### src/pkg/pwmdz_pkg.sv
// Purpose: shared constants for the four-channel pwm with dead-zone pairs
// Assumes: one 40 MHz clock, plain register port with 32-bit data
// Notes: registers sit at word offsets; channel blocks repeat every 16 bytes
//
// Function
// - four pwm channels, zero to three, each able to run on its own.
// - channels pair as zero/one and two/three, each pair with a dead-zone generator.
// - each pair owns one 8-bit prescaler feeding both channels through a divider.
// - divider offers prescaler output divided by 1, 2, 4, 8 or 16.
// - every channel picks its divided clock with its own selector.
// - each channel has a 16-bit down-counter; one countdown is one period.
// - a 16-bit comparator checks the count against a loaded threshold.
// - output level toggles when the count becomes equal to the threshold.
// - dead-zone generators step on the divided channel clock.
// - with dead-zone enabled, both pair pins carry the generator's outputs.
// - reload and compare values are double-buffered so writes never glitch output.
// - a channel raises its interrupt when its counter reaches zero.
// - periodic mode reloads from the buffer at zero and keeps going.
// - one-shot mode halts at zero and raises exactly one interrupt.
// - all counting logic runs on the single peripheral bus clock.
// - each channel works as an interval timer with its own interrupt.
package pwmdz_pkg;
  localparam int NCH = 4;
  localparam int NPAIR = 2;
  localparam int AW = 8;
  localparam int DW = 32;
  localparam int CW = 16;
  localparam int PW = 8;

  localparam logic [AW-1:0] OFS_CTRL = 8'h00;
  localparam logic [AW-1:0] OFS_PRE = 8'h04;
  localparam logic [AW-1:0] OFS_SEL = 8'h08;
  localparam logic [AW-1:0] OFS_DZ = 8'h0C;
  localparam logic [AW-1:0] OFS_IEN = 8'h10;
  localparam logic [AW-1:0] OFS_IFLAG = 8'h14;
  localparam logic [AW-1:0] OFS_CH_BASE = 8'h40;

  localparam logic [1:0] FLD_RELOAD = 2'h0;
  localparam logic [1:0] FLD_CMP = 2'h1;
  localparam logic [1:0] FLD_COUNT = 2'h2;

  localparam int CTRL_EN_POS = 0;
  localparam int CTRL_PER_POS = 4;
  localparam int CTRL_DZ_POS = 8;
  localparam int SEL_STRIDE = 4;
  localparam int PAIR_STRIDE = 8;
  localparam logic [2:0] SEL_MAX = 3'h4;

  localparam logic [CW-1:0] RST_RELOAD = 16'h0000;
  localparam logic [CW-1:0] RST_CMP = 16'h0000;
  localparam logic [PW-1:0] RST_PRE = 8'h00;
  localparam logic [PW-1:0] RST_DZ = 8'h00;
endpackage

### src/pkg/pwmdz_dz_if.sv
// Purpose: link between the channel core and one dead-zone generator
// Assumes: same clock on both sides
// Notes: tick is a one-cycle pulse of the base channel's divided clock
`timescale 1ns/1ps
`default_nettype none
interface pwmdz_dz_if;
  logic tick;
  logic base;
  logic [7:0] len;
  logic pin_a;
  logic pin_b;
  modport ctl(output tick, output base, output len, input pin_a, input pin_b);
  modport dz(input tick, input base, input len, output pin_a, output pin_b);
endinterface
`default_nettype wire

### src/hdl/pwmdz_deadzone.sv
// Purpose: complementary output pair with a gap after every base edge
// Assumes: base changes only on the tick of its channel
// Notes: a gap length of zero gives plain complementary outputs
`timescale 1ns/1ps
`default_nettype none
module pwmdz_deadzone (
  input wire logic clk_sys_in,
  input wire logic resetn_in,
  pwmdz_dz_if.dz dz
);
  typedef struct packed {
    logic last;
    logic [7:0] cnt;
    logic a;
    logic b;
  } pwmdz_dz_s;

  pwmdz_dz_s s_ff;
  pwmdz_dz_s nxt_s;

  always_comb begin
    nxt_s = s_ff;
    if (dz.tick) begin
      nxt_s.last = dz.base;
      if (dz.base != s_ff.last) begin
        nxt_s.cnt = dz.len;
        nxt_s.a = (dz.len == 8'h00) ? dz.base : 1'b0;
        nxt_s.b = (dz.len == 8'h00) ? ~dz.base : 1'b0;
      end else if (s_ff.cnt > 8'h01) begin
        nxt_s.cnt = s_ff.cnt - 8'h01;
      end else begin
        nxt_s.cnt = 8'h00;
        nxt_s.a = dz.base;
        nxt_s.b = ~dz.base;
      end
    end
  end

  always_ff @(posedge clk_sys_in or negedge resetn_in) begin
    if (!resetn_in) begin
      s_ff <= '0;
    end else begin
      s_ff <= nxt_s;
    end
  end

  assign dz.pin_a = s_ff.a;
  assign dz.pin_b = s_ff.b;
endmodule
`default_nettype wire

### src/hdl/pwmdz_top.sv
// Purpose: four pwm channels with prescalers, dividers and dead-zone pairs
// Assumes: single-cycle strobes from the register master, one clock domain
// Notes: pins and read data are registered, so they trail the state by one cycle
`timescale 1ns/1ps
`default_nettype none
module pwmdz_top
  import pwmdz_pkg::*;
(
  input wire logic clk_sys_in,
  input wire logic resetn_in,
  input wire logic [AW-1:0] addr_in,
  input wire logic [DW-1:0] wdata_in,
  input wire logic wr_in,
  input wire logic rd_in,
  output logic [DW-1:0] rdata_out,
  output logic [NCH-1:0] pwm_out,
  output logic [NCH-1:0] ch_irq_out,
  output logic irq_out
);
  typedef struct packed {
    logic [NCH-1:0] en;
    logic [NCH-1:0] per;
    logic [NCH-1:0] run;
    logic [NCH-1:0] raw;
    logic [NCH-1:0] pin;
    logic [NCH-1:0] irq_f;
    logic [NCH-1:0] ien;
    logic [NPAIR-1:0] dz_en;
    logic [NPAIR-1:0][PW-1:0] pre;
    logic [NPAIR-1:0][PW-1:0] pre_cnt;
    logic [NPAIR-1:0][PW-1:0] dz_len;
    logic [NPAIR-1:0][3:0] div_cnt;
    logic [NCH-1:0][2:0] sel;
    logic [NCH-1:0][CW-1:0] rld_buf;
    logic [NCH-1:0][CW-1:0] cmp_buf;
    logic [NCH-1:0][CW-1:0] cmp;
    logic [NCH-1:0][CW-1:0] cnt;
    logic [DW-1:0] rdata;
  } pwmdz_state_s;

  pwmdz_state_s s_ff;
  pwmdz_state_s nxt_s;

  logic [NPAIR-1:0] ptick;
  logic [NCH-1:0] ctick;
  logic [NCH-1:0] wrap;
  logic [NCH-1:0] match;
  logic [NCH-1:0] dz_pin;
  logic ch_hit;
  logic [1:0] ch_idx;
  logic [1:0] ch_fld;

  assign ch_hit = (addr_in[7:6] == OFS_CH_BASE[7:6]);
  assign ch_idx = addr_in[5:4];
  assign ch_fld = addr_in[3:2];

  // clock tree: prescaler tick per pair, divided tick per channel
  always_comb begin
    logic [2:0] sel;
    logic [3:0] mask;
    sel = 3'h0;
    mask = 4'h0;
    // a count left above a freshly lowered prescale value ticks at once
    // instead of wrapping through all 256 steps first
    for (int p = 0; p < NPAIR; p++) begin
      ptick[p] = (s_ff.pre_cnt[p] >= s_ff.pre[p]);
    end
    for (int c = 0; c < NCH; c++) begin
      sel = (s_ff.sel[c] > SEL_MAX) ? SEL_MAX : s_ff.sel[c];
      mask = 4'((5'h01 << sel) - 5'h01);
      ctick[c] = ptick[c/2] && ((s_ff.div_cnt[c/2] & mask) == mask);
      wrap[c] = ctick[c] && s_ff.run[c] && (s_ff.cnt[c] == 16'h0000);
      match[c] = ctick[c] && s_ff.run[c] && (s_ff.cnt[c] != 16'h0000) &&
                 ((s_ff.cnt[c] - 16'h0001) == s_ff.cmp[c]);
    end
  end

  always_comb begin
    logic [NCH-1:0] clr;
    logic [NCH-1:0] new_en;
    clr = '0;
    new_en = '0;
    nxt_s = s_ff;

    // all counting runs straight off the bus clock, no derived clocks
    for (int p = 0; p < NPAIR; p++) begin
      if (ptick[p]) begin
        nxt_s.pre_cnt[p] = '0;
        nxt_s.div_cnt[p] = s_ff.div_cnt[p] + 4'h1;
      end else begin
        nxt_s.pre_cnt[p] = s_ff.pre_cnt[p] + 8'h01;
      end
    end

    for (int c = 0; c < NCH; c++) begin
      if (wrap[c]) begin
        if (s_ff.per[c]) begin
          // buffers move to the live copies at a period boundary and on the enable edge
          nxt_s.cnt[c] = s_ff.rld_buf[c];
          nxt_s.cmp[c] = s_ff.cmp_buf[c];
          nxt_s.raw[c] = 1'b1;
        end else begin
          nxt_s.run[c] = 1'b0;
        end
      end else if (ctick[c] && s_ff.run[c]) begin
        nxt_s.cnt[c] = s_ff.cnt[c] - 16'h0001;
        if (match[c]) begin
          nxt_s.raw[c] = ~s_ff.raw[c];
        end
      end
    end

    if (wr_in) begin
      if (ch_hit) begin
        unique case (ch_fld)
          FLD_RELOAD: nxt_s.rld_buf[ch_idx] = wdata_in[CW-1:0];
          FLD_CMP: nxt_s.cmp_buf[ch_idx] = wdata_in[CW-1:0];
          default: ;
        endcase
      end else begin
        unique case (addr_in)
          OFS_CTRL: begin
            new_en = wdata_in[CTRL_EN_POS +: NCH];
            nxt_s.en = new_en;
            nxt_s.per = wdata_in[CTRL_PER_POS +: NCH];
            nxt_s.dz_en = wdata_in[CTRL_DZ_POS +: NPAIR];
            for (int c = 0; c < NCH; c++) begin
              // each channel starts or stops on its own enable edge
              if (new_en[c] && !s_ff.en[c]) begin
                nxt_s.run[c] = 1'b1;
                nxt_s.cnt[c] = s_ff.rld_buf[c];
                nxt_s.cmp[c] = s_ff.cmp_buf[c];
                nxt_s.raw[c] = 1'b1;
              end else if (!new_en[c]) begin
                nxt_s.run[c] = 1'b0;
                nxt_s.raw[c] = 1'b0;
              end
            end
          end
          OFS_PRE: begin
            for (int p = 0; p < NPAIR; p++) begin
              nxt_s.pre[p] = wdata_in[p*PAIR_STRIDE +: PW];
            end
          end
          OFS_SEL: begin
            for (int c = 0; c < NCH; c++) begin
              nxt_s.sel[c] = wdata_in[c*SEL_STRIDE +: 3];
            end
          end
          OFS_DZ: begin
            for (int p = 0; p < NPAIR; p++) begin
              nxt_s.dz_len[p] = wdata_in[p*PAIR_STRIDE +: PW];
            end
          end
          OFS_IEN: nxt_s.ien = wdata_in[NCH-1:0];
          OFS_IFLAG: clr = wdata_in[NCH-1:0];
          default: ;
        endcase
      end
    end

    if (rd_in && !ch_hit && (addr_in == OFS_IFLAG)) begin
      clr = '1;
    end
    // a zero reached in the clearing cycle is kept, set beats clear
    nxt_s.irq_f = (s_ff.irq_f & ~clr) | wrap;

    for (int c = 0; c < NCH; c++) begin
      nxt_s.pin[c] = s_ff.dz_en[c/2] ? dz_pin[c] : s_ff.raw[c];
    end

    nxt_s.rdata = '0;
    if (rd_in) begin
      if (ch_hit) begin
        unique case (ch_fld)
          FLD_RELOAD: nxt_s.rdata[CW-1:0] = s_ff.rld_buf[ch_idx];
          FLD_CMP: nxt_s.rdata[CW-1:0] = s_ff.cmp_buf[ch_idx];
          FLD_COUNT: nxt_s.rdata[CW-1:0] = s_ff.cnt[ch_idx];
          default: ;
        endcase
      end else begin
        unique case (addr_in)
          OFS_CTRL: begin
            nxt_s.rdata[CTRL_EN_POS +: NCH] = s_ff.en;
            nxt_s.rdata[CTRL_PER_POS +: NCH] = s_ff.per;
            nxt_s.rdata[CTRL_DZ_POS +: NPAIR] = s_ff.dz_en;
          end
          OFS_PRE: begin
            for (int p = 0; p < NPAIR; p++) begin
              nxt_s.rdata[p*PAIR_STRIDE +: PW] = s_ff.pre[p];
            end
          end
          OFS_SEL: begin
            for (int c = 0; c < NCH; c++) begin
              nxt_s.rdata[c*SEL_STRIDE +: 3] = s_ff.sel[c];
            end
          end
          OFS_DZ: begin
            for (int p = 0; p < NPAIR; p++) begin
              nxt_s.rdata[p*PAIR_STRIDE +: PW] = s_ff.dz_len[p];
            end
          end
          OFS_IEN: nxt_s.rdata[NCH-1:0] = s_ff.ien;
          OFS_IFLAG: nxt_s.rdata[NCH-1:0] = s_ff.irq_f;
          default: ;
        endcase
      end
    end
  end

  always_ff @(posedge clk_sys_in or negedge resetn_in) begin
    if (!resetn_in) begin
      s_ff <= '0;
      s_ff.rld_buf <= {NCH{RST_RELOAD}};
      s_ff.cmp_buf <= {NCH{RST_CMP}};
      s_ff.pre <= {NPAIR{RST_PRE}};
      s_ff.dz_len <= {NPAIR{RST_DZ}};
    end else begin
      s_ff <= nxt_s;
    end
  end

  genvar gp;
  generate
    for (gp = 0; gp < NPAIR; gp++) begin : g_pair
      pwmdz_dz_if dzi();
      assign dzi.tick = ctick[2*gp];
      assign dzi.base = s_ff.raw[2*gp];
      assign dzi.len = s_ff.dz_len[gp];
      assign dz_pin[2*gp] = dzi.pin_a;
      assign dz_pin[2*gp+1] = dzi.pin_b;
      pwmdz_deadzone u_dz (
        .clk_sys_in(clk_sys_in),
        .resetn_in(resetn_in),
        .dz(dzi.dz)
      );
    end
  endgenerate

  assign rdata_out = s_ff.rdata;
  assign pwm_out = s_ff.pin;
  assign ch_irq_out = s_ff.irq_f & s_ff.ien;
  assign irq_out = |ch_irq_out;

  genvar gc;
  generate
    for (gc = 0; gc < NCH; gc++) begin : g_chk

    end
  endgenerate
endmodule
`default_nettype wire

### config.mk
export PLATFORM = sky130hd
export DESIGN_NAME = pwmdz_top
export DESIGN_NICKNAME = d
export VERILOG_FILES = /design/src/pkg/pwmdz_pkg.sv /design/src/pkg/pwmdz_dz_if.sv /design/src/hdl/pwmdz_deadzone.sv /design/src/hdl/pwmdz_top.sv
export SDC_FILE = /design/constraint.sdc
export NUM_CORES = 1
export LEC_CHECK = 0
export BUFFER_PORTS_ARGS = -buffer_cell sky130_fd_sc_hd__buf_2
export CAP_MARGIN = 20
export CORE_UTILIZATION = 61
export DETAILED_ROUTE_END_ITERATION = 10
export MAX_ROUTING_LAYER = met4
export PLACE_DENSITY_LB_ADDON = 0.08
export RECOVER_POWER = 100
export SLEW_MARGIN = 20
export SYNTH_ARGS = -nofsm -noshare
export SYNTH_HDL_FRONTEND = slang
export SYNTH_HIERARCHICAL = 1
export SYNTH_SLANG_ARGS = --single-unit
### constraint.sdc
create_clock -name clk_sys_in -period 5 [get_ports clk_sys_in]
set_input_delay 0.5 -clock clk_sys_in [delete_from_list [all_inputs] [get_ports clk_sys_in]]
set_output_delay 0.5 -clock clk_sys_in [all_outputs]
set_load 0.05 [all_outputs]
==> run_summary.xml, run 1 <==
<?xml version="1.0" encoding="UTF-8"?>
<metrics>
  <group name="synth">
    <metric name="synth.ff_latch_count" unit="">392</metric>
    <metric name="seq_area_frac_synth" unit="%">44.5</metric>
    <metric name="ys_async_sr_fraction" unit="%">100</metric>
    <metric name="syn-mean-instance-area" unit="um^2">10.9</metric>
    <metric name="post-synth-top-area-fraction" unit="%">44.5</metric>
    <metric name="number_of_enable_flip_flop_cells_after_synthesis" unit="">0</metric>
    <metric name="synthFlopType" unit="">sky130_fd_sc_hd__dfrtp_1</metric>
    <metric name="post-synth-top-area-cell" unit="">sky130_fd_sc_hd__dfrtp_1</metric>
    <metric name="netlist-cell-type-count" unit="">88</metric>
    <metric name="post_synth_inst_count" unit="">2031</metric>
    <metric name="synth.yosys.warnings" unit="">6</metric>
    <metric name="netlist_top_cells_area" unit="">sky130_fd_sc_hd__dfrtp_1 45%, sky130_fd_sc_hd__mux2_2 12%, sky130_fd_sc_hd__mux4_2 5.3%, sky130_fd_sc_hd__o21ai_0 2.9%, sky130_fd_sc_hd__xnor2_1 2.7%</metric>
    <metric name="synth.cell_area" unit="um^2">22000</metric>
  </group>
  <group name="pwr">
    <metric name="p_seq_share" unit="%">46.9</metric>
    <metric name="p_clk_share" unit="%">41.7</metric>
    <metric name="cellInternalPower" unit="mW">5.71</metric>
    <metric name="net-switching-power" unit="mW">2.09</metric>
    <metric name="power-per-cell-area" unit="nW/um^2">329</metric>
    <metric name="p_sw_share" unit="%">26.8</metric>
    <metric name="share_comb_of_total_power" unit="%">11.3</metric>
    <metric name="leakage" unit="nW">10.5</metric>
    <metric name="vdd.ir_drop.worst" unit="mV">0.332</metric>
  </group>
  <group name="setup_path">
    <metric name="worstRegToRegCells" unit="">7</metric>
    <metric name="worst_ep_arrival_time" unit="ps">4560</metric>
    <metric name="critPathKind" unit="">in -&gt; reg</metric>
    <metric name="worstPathBufferInverterCount" unit="">3</metric>
    <metric name="timing.critical_path.required" unit="ps">5440</metric>
    <metric name="crit_top_cell" unit="">sky130_fd_sc_hd__clkbuf_1</metric>
    <metric name="start_kind" unit="">primary input</metric>
    <metric name="critPathSlowestCell" unit="">sky130_fd_sc_hd__clkbuf_1</metric>
    <metric name="path_delay_family" unit="">buffers and inverters</metric>
    <metric name="path_cells" unit="">clkbuf_1 &gt; clkbuf_1 &gt; nor3b_1 &gt; clkbuf_1 &gt; mux2_2</metric>
    <metric name="worst_setup_path_end_kind" unit="">flop</metric>
    <metric name="cp_max_fo" unit="">54</metric>
    <metric name="crit_cells" unit="">5</metric>
    <metric name="crit_path_max_incr_delay" unit="ps">2200</metric>
  </group>
  <group name="grt">
    <metric name="grt_start_max_net_pins" unit="">110</metric>
    <metric name="grt-busiest-layer" unit="">met2</metric>
    <metric name="initial_antenna_violation_count" unit="">1</metric>
    <metric name="global_route.overflow_total" unit="">0</metric>
    <metric name="global_route_wire_length_before_repair" unit="um">98500</metric>
    <metric name="globalRouteMet1Util" unit="%">51.7</metric>
    <metric name="global_route.usage.total" unit="%">37.3</metric>
    <metric name="met3_demand_to_capacity_share_in_global_routing" unit="%">6.50</metric>
    <metric name="global_route.usage.met2" unit="%">54.9</metric>
    <metric name="grt_pass1_vias" unit="">16100</metric>
  </group>
  <group name="floorplanning">
    <metric name="die_area" unit="um^2">36900</metric>
    <metric name="die_extent_in_x" unit="um">192</metric>
    <metric name="start_util" unit="%">62.0</metric>
    <metric name="die_h" unit="um">192</metric>
    <metric name="fp.coreArea" unit="um^2">35600</metric>
    <metric name="std_cell_rows" unit="">69</metric>
    <metric name="design.portCount" unit="">85</metric>
  </group>
  <group name="timing">
    <metric name="rsz_0062_raised_after_global_routing" unit="">false</metric>
    <metric name="fin_setup_tns" unit="ps">0</metric>
    <metric name="report.final.hold_viol_count" unit="">0</metric>
    <metric name="fmax" unit="MHz">243</metric>
    <metric name="slew_at_the_pin_closest_to_its_max_slew_limit" unit="ps">3090</metric>
    <metric name="finalHoldWorstSlack" unit="ps">298</metric>
    <metric name="layout_min_cycle_time" unit="ps">4120</metric>
    <metric name="slew_violations" unit="">170</metric>
    <metric name="max-slew-margin-rel" unit="%">-106</metric>
    <metric name="final_min_period_over_clock_period" unit="%">82.4</metric>
    <metric name="final-setup-viol-count" unit="">0</metric>
    <metric name="worst_clock_skew" unit="ps">16.3</metric>
  </group>
  <group name="cts">
    <metric name="cts_setup_buffers" unit="">0</metric>
    <metric name="root_buffer_master" unit="">sky130_fd_sc_hd__clkbuf_16</metric>
    <metric name="cts_max_path_buffers" unit="">3</metric>
    <metric name="clk_pin_slew" unit="ps">60</metric>
    <metric name="tritoncts_num_sinks" unit="">392</metric>
    <metric name="htree_num_levels" unit="">2</metric>
    <metric name="tritoncts" unit="">yes</metric>
    <metric name="number_of_clock_buffers_inserted_by_tritoncts" unit="">43</metric>
    <metric name="clkLatencyLatePin" unit="ps">570</metric>
  </group>
  <group name="status">
    <metric name="violated_checks" unit="">capacitance limit, slew limit</metric>
    <metric name="run_status" unit="">finished, violations left</metric>
  </group>
  <group name="placed_design">
    <metric name="place_hpwl" unit="um">46600</metric>
    <metric name="buffer_ports.inserted" unit="">52</metric>
    <metric name="globalplace.congestion" unit="">1.01</metric>
    <metric name="place_area" unit="um^2">22400</metric>
  </group>
  <group name="drt">
    <metric name="drt-vias-per-instance" unit="">6.69</metric>
    <metric name="ant_nets" unit="">0</metric>
    <metric name="detail_route.drc_violations" unit="">0</metric>
    <metric name="detail_route.wl_per_cell" unit="um">26.1</metric>
    <metric name="routed_wirelength" unit="um">65200</metric>
    <metric name="detailedRoute.firstIterationViolations" unit="">1601</metric>
    <metric name="drt-pass1-iter-count" unit="">5</metric>
    <metric name="vias" unit="">16700</metric>
  </group>
  <group name="worst_hold_path">
    <metric name="depth_of_the_worst_hold_timing_path" unit="">3</metric>
    <metric name="worst_hold_path_type" unit="">in -&gt; reg</metric>
  </group>
  <group name="layout">
    <metric name="final_cell_area" unit="um^2">23700</metric>
    <metric name="nNetsFinal" unit="">2081</metric>
    <metric name="fill_cells" unit="">2793</metric>
    <metric name="syn_to_final_growth" unit="%">7.69</metric>
    <metric name="multi_input_area" unit="um^2">11300</metric>
    <metric name="utilization" unit="%">66.7</metric>
    <metric name="layout.cells.most_common" unit="">sky130_fd_sc_hd__dfrtp_1</metric>
    <metric name="layout_common_cells" unit="">392 x sky130_fd_sc_hd__dfrtp_1, 237 x sky130_fd_sc_hd__mux2_2, 152 x sky130_fd_sc_hd__nand2_1</metric>
    <metric name="post_route_cells_drive_above_1_share" unit="%">21.6</metric>
    <metric name="seq_area" unit="um^2">9810</metric>
  </group>
  <group name="flow_run">
    <metric name="cap_viol_max_count" unit="">4</metric>
  </group>
</metrics>
Yosys cell counts (13+ instances only):
cell type / count
sky130_fd_sc_hd__o211ai_1: 14
sky130_fd_sc_hd__a22oi_1: 21
sky130_fd_sc_hd__ha_1: 32
sky130_fd_sc_hd__buf_1: 13
sky130_fd_sc_hd__o31ai_1: 23
sky130_fd_sc_hd__o21ai_0: 129
sky130_fd_sc_hd__nand2b_1: 17
sky130_fd_sc_hd__nor3b_1: 16
sky130_fd_sc_hd__and3_1: 14
sky130_fd_sc_hd__nor4_1: 34
sky130_fd_sc_hd__nor3_1: 39
sky130_fd_sc_hd__xnor2_1: 67
sky130_fd_sc_hd__mux2_2: 237
sky130_fd_sc_hd__or4_1: 18
sky130_fd_sc_hd__a21oi_1: 49
sky130_fd_sc_hd__mux2i_1: 27
sky130_fd_sc_hd__inv_1: 49
sky130_fd_sc_hd__nand4_1: 14
sky130_fd_sc_hd__xor2_1: 35
sky130_fd_sc_hd__and2_1: 28
sky130_fd_sc_hd__nor2_1: 103
sky130_fd_sc_hd__dfrtp_1: 392
sky130_fd_sc_hd__nand2_1: 150
sky130_fd_sc_hd__a22o_1: 17
sky130_fd_sc_hd__buf_4: 42
sky130_fd_sc_hd__mux4_2: 52
sky130_fd_sc_hd__clkbuf_1: 99
sky130_fd_sc_hd__nand3_1: 44
sky130_fd_sc_hd__nor2b_1: 20
power by group through the flow:
stage,Clock [mW],Sequential (mW),Combinational (mW)
3_5_place_dp,0,3.69,0.881
3_3_place_gp,0,3.69,0.857
6_report,3.26,3.66,0.883
5_1_grt,3.41,3.67,0.955
4_1_cts,3.28,3.64,0.888
2_1_floorplan,0,3.54,0.657
tightest hold or removal path, delay by kind of cell:
kind / cells / cell delay (ps)
and+or+nand+nor: 1 / 70
buffers and inverters: 1 / 170
AOI/OAI and AO/OA: 1 / 60
cell families after synthesis:
logic type / share of synthesized area, %
adders and majority gates: 1.82
and+or+nand+nor: 13.3
DFF: 44.5
muxes: 19.0
buffers and inverters: 4.67
other: 0.0170
AOI/OAI and AO/OA: 12.4
xor gates and xnor gates: 4.20
per-stage QoR:
stage	instances	total power [mW]	worst slack, ps
6_report	2499	7.80	882
5_1_grt	2499	8.04	627
4_1_cts	2498	7.81	1370
3_5_place_dp	2420	4.57	1220
3_3_place_gp	2420	4.54	1340
2_1_floorplan	2046	4.20	1760
routing by layer:
metal  vias up  part of all wire, %  wire, um
li1       7367                    -         -
met5         -                    0         0
met3       127                  8.5      5530
met2       740                   45     29400
met4         0                  4.0      2580
met1      8485                   43     27700
final timing paths:
path,start,endpoint,slack [ps]
worst max-delay path,addr_in[5],s_ff[267],880
worst min-delay path,wdata_in[15],s_ff[355],300
worst max register to register,s_ff[86],s_ff[157],890
worst min register to register,g_pair[1].u_dz/dz.pin_b,g_pair[1].u_dz/dz.pin_b,490
max in group asynchronous,resetn_in,s_ff[282],1210
min in group asynchronous,resetn_in,g_pair[0].dzi.len[1],1170
flip-flops by register name, indices dropped and copies added, names as in the netlist:
register / count
pwm_out: 4
rdata_out: 16
g_pair.u_dz/dz.pin_b: 2
s_ff: 332
g_pair.dzi.base: 2
g_pair.u_dz/dz.pin_a: 2
g_pair.u_dz/s_ff: 18
g_pair.dzi.len: 16
timing repair:
action,in CTS,in global routing
hold buffers,1,0
gates resized for setup,0,0
endpoints found under the hold margin,19,0
setup endpoints to repair,0,0
layout make-up:
| cell class | instances | share of cell area, % |
|---|---|---|
| tap | 461 | 2.43 |
| clock buffer | 62 | 5.43 |
| multi-input combinational | 1434 | 47.5 |
| timing repair buffer | 85 | 1.89 |
| antenna | 1 | 0.0105 |
| inverter | 49 | 0.775 |
| sequential | 392 | 41.3 |
| clock inverter | 15 | 0.675 |
Power figures use the tool's default switching activity.
==> run 2, diff against run 1 <==
- CORE_UTILIZATION: 61 -> 57
- clock period: 5 -> 3.7 ns (I/O delays scaled with it)
==> run_summary.xml, run 2 (synthesis results as in run 1) <==
<?xml version="1.0" encoding="UTF-8"?>
<metrics>
  <group name="floorplanning">
    <metric name="std_cell_rows" unit="">71</metric>
    <metric name="die_extent_in_x" unit="um">199</metric>
    <metric name="die_h" unit="um">199</metric>
    <metric name="start_util" unit="%">58.2</metric>
    <metric name="fp.coreArea" unit="um^2">37800</metric>
    <metric name="design.portCount" unit="">85</metric>
    <metric name="die_area" unit="um^2">39500</metric>
  </group>
  <group name="setup_path">
    <metric name="crit_cells" unit="">6</metric>
    <metric name="crit_path_max_incr_delay" unit="ps">660</metric>
    <metric name="crit_top_cell" unit="">sky130_fd_sc_hd__or4_1</metric>
    <metric name="worst_ep_arrival_time" unit="ps">3940</metric>
    <metric name="start_kind" unit="">flop</metric>
    <metric name="worstRegToRegCells" unit="">6</metric>
    <metric name="reg_to_reg_setup_timing_slack" unit="ps">220</metric>
    <metric name="path_cells" unit="">or4_1 &gt; or4_1 &gt; or3b_1 &gt; o31ai_4 &gt; clkbuf_4 &gt; mux2_2</metric>
    <metric name="worst_setup_path_end_kind" unit="">flop</metric>
    <metric name="regToRegStartpoint" unit="">s_ff[41]</metric>
    <metric name="critPathSlowestCell" unit="">sky130_fd_sc_hd__or4_1</metric>
    <metric name="cp_max_fo" unit="">32</metric>
    <metric name="timing.critical_path.from" unit="">s_ff[41]</metric>
    <metric name="critical_path.endpoint" unit="">s_ff[106]</metric>
    <metric name="critPathKind" unit="">reg -&gt; reg</metric>
    <metric name="path_delay_family" unit="">simple AND/OR/NAND/NOR gates</metric>
    <metric name="timing.critical_path.required" unit="ps">4150</metric>
    <metric name="worstPathBufferInverterCount" unit="">1</metric>
    <metric name="timing.rr.end" unit="">s_ff[106]</metric>
  </group>
  <group name="layout">
    <metric name="syn_to_final_growth" unit="%">9.31</metric>
    <metric name="final_cell_area" unit="um^2">24100</metric>
    <metric name="layout_common_cells" unit="">392 x sky130_fd_sc_hd__dfrtp_1, 237 x sky130_fd_sc_hd__mux2_2, 152 x sky130_fd_sc_hd__nand2_1</metric>
    <metric name="fill_cells" unit="">3123</metric>
    <metric name="post_route_cells_drive_above_1_share" unit="%">22.9</metric>
    <metric name="layout.cells.most_common" unit="">sky130_fd_sc_hd__dfrtp_1</metric>
    <metric name="largest_register_ffs" unit="">332</metric>
    <metric name="layout.cells.non_filler" unit="">2591</metric>
    <metric name="nNetsFinal" unit="">2123</metric>
    <metric name="utilization" unit="%">63.7</metric>
    <metric name="biggestRegsByFlops" unit="">s_ff (332), g_pair.u_dz/s_ff (18)</metric>
    <metric name="most_flop_heavy_register" unit="">s_ff</metric>
  </group>
  <group name="worst_hold_path">
    <metric name="worst_hold_path_type" unit="">in -&gt; reg</metric>
  </group>
  <group name="timing">
    <metric name="final_min_period_over_clock_period" unit="%">94.1</metric>
    <metric name="final.setup.worst_slack" unit="ps">217</metric>
    <metric name="report.final.hold_viol_count" unit="">0</metric>
    <metric name="fmax" unit="MHz">287</metric>
    <metric name="slew_at_the_pin_closest_to_its_max_slew_limit" unit="ps">2080</metric>
    <metric name="max-slew-margin-rel" unit="%">-38.5</metric>
    <metric name="layout_min_cycle_time" unit="ps">3480</metric>
    <metric name="fin_setup_tns" unit="ps">0</metric>
    <metric name="rsz_0062_raised_after_global_routing" unit="">false</metric>
    <metric name="slew_violations" unit="">154</metric>
    <metric name="worst_clock_skew" unit="ps">19.2</metric>
    <metric name="final-setup-viol-count" unit="">0</metric>
  </group>
  <group name="cts">
    <metric name="tritoncts" unit="">yes</metric>
    <metric name="htree_num_levels" unit="">2</metric>
    <metric name="root_buffer_master" unit="">sky130_fd_sc_hd__clkbuf_16</metric>
    <metric name="cts_max_path_buffers" unit="">3</metric>
    <metric name="cts_setup_buffers" unit="">0</metric>
    <metric name="clk_pin_slew" unit="ps">60</metric>
    <metric name="clkLatencyLatePin" unit="ps">580</metric>
    <metric name="number_of_clock_buffers_inserted_by_tritoncts" unit="">44</metric>
    <metric name="tritoncts_num_sinks" unit="">392</metric>
  </group>
  <group name="grt">
    <metric name="global_route_wire_length_before_repair" unit="um">103000</metric>
    <metric name="initial_antenna_violation_count" unit="">1</metric>
    <metric name="grt_pass1_vias" unit="">16800</metric>
    <metric name="global_route.overflow_total" unit="">0</metric>
    <metric name="grt_start_max_net_pins" unit="">109</metric>
    <metric name="global_route.usage.total" unit="%">36.5</metric>
  </group>
  <group name="placed_design">
    <metric name="buffer_ports.inserted" unit="">52</metric>
    <metric name="place_area" unit="um^2">22800</metric>
    <metric name="place_worst_setup_slack" unit="ps">424</metric>
    <metric name="globalplace.congestion" unit="">0.981</metric>
    <metric name="place_hpwl" unit="um">49100</metric>
    <metric name="placed_cells_incl_taps" unit="">2511</metric>
  </group>
  <group name="flow_run">
    <metric name="cap_viol_max_count" unit="">2</metric>
  </group>
  <group name="status">
    <metric name="run_status" unit="">finished, violations left</metric>
    <metric name="violated_checks" unit="">capacitance limit, slew limit</metric>
  </group>
  <group name="drt">
    <metric name="drt-pass1-iter-count" unit="">7</metric>
    <metric name="routed_wirelength" unit="um">67500</metric>
    <metric name="detail_route.wl_per_cell" unit="um">26.1</metric>
    <metric name="ant_nets" unit="">0</metric>
    <metric name="detail_route.drc_violations" unit="">0</metric>
    <metric name="drt-vias-per-instance" unit="">6.59</metric>
    <metric name="vias" unit="">17100</metric>
    <metric name="detailedRoute.firstIterationViolations" unit="">1640</metric>
  </group>
  <group name="pwr">
    <metric name="vdd.ir_drop.worst" unit="mV">0.374</metric>
    <metric name="leakage" unit="nW">10.7</metric>
    <metric name="power-per-cell-area" unit="nW/um^2">440</metric>
  </group>
</metrics>
-- run 2: per-layer routing --
layer,up-vias,track usage [%],wire length (um)
met4,0,14.2,2630
met1,8689,51.2,28800
met5,-,-,0
li1,7477,-,-
met3,132,5.09,5770
met2,772,53.7,30300
-- run 2: final cells by class --
type | count | area (um^2) | area share, %
diodes | 3 | 7.51 | 0.0312
inverters | 49 | 184 | 0.763
flip-flops and latches | 392 | 9810 | 40.7
clock buffers | 65 | 1350 | 5.61
repair buffers | 126 | 702 | 2.91
clock inverters | 11 | 119 | 0.493
well taps | 511 | 639 | 2.65
multi-input cells | 1434 | 11300 | 46.8
-- run 2: worst min path at each step --
stage	start	endpoint	depth (start not counted)
after floorplan	resetn_in	g_pair[0].dzi.base	0
after global placement	s_ff[307]	s_ff[307]	1
after detailed placement	s_ff[307]	s_ff[307]	1
after CTS	rd_in	rdata_out[9]	2
after global routing	rd_in	rdata_out[12]	2
final	rd_in	rdata_out[9]	2
-- run 2: power breakdown --
| group | total (mW) | switching (mW) | leakage [nW] | internal (mW) |
|---|---|---|---|---|
| logic | 1.22 | 0.687 | 4.86 | 0.529 |
| registers | 4.95 | 0.383 | 5.07 | 4.57 |
| clock network | 4.45 | 1.79 | 0.730 | 2.66 |
| total | 10.6 | 2.86 | 10.7 | 7.75 |
-- run 2: worst register-to-register path: stages (launching register included) --
cell and delay [ps]:
sky130_fd_sc_hd__dfrtp_1 560, sky130_fd_sc_hd__or4_1 660, sky130_fd_sc_hd__or4_1 540, sky130_fd_sc_hd__or3b_1 560, sky130_fd_sc_hd__o31ai_4 210, sky130_fd_sc_hd__clkbuf_4 430
sky130_fd_sc_hd__mux2_2 410
-- run 2: metrics by stage --
| stage | hold WS, ps | power [mW] |
|---|---|---|
| after global placement | 462 | 6.19 |
| final | 156 | 10.6 |
| after detailed placement | 478 | 6.22 |
| after global routing | 187 | 10.9 |
| after floorplan | 74.4 | 5.68 |
| after CTS | 145 | 10.7 |
-- run 2: timing repair --
item                                   CTS  global route
endpoints found under the hold margin  101             0
resized for setup                        0             0
hold buffers                             1             0
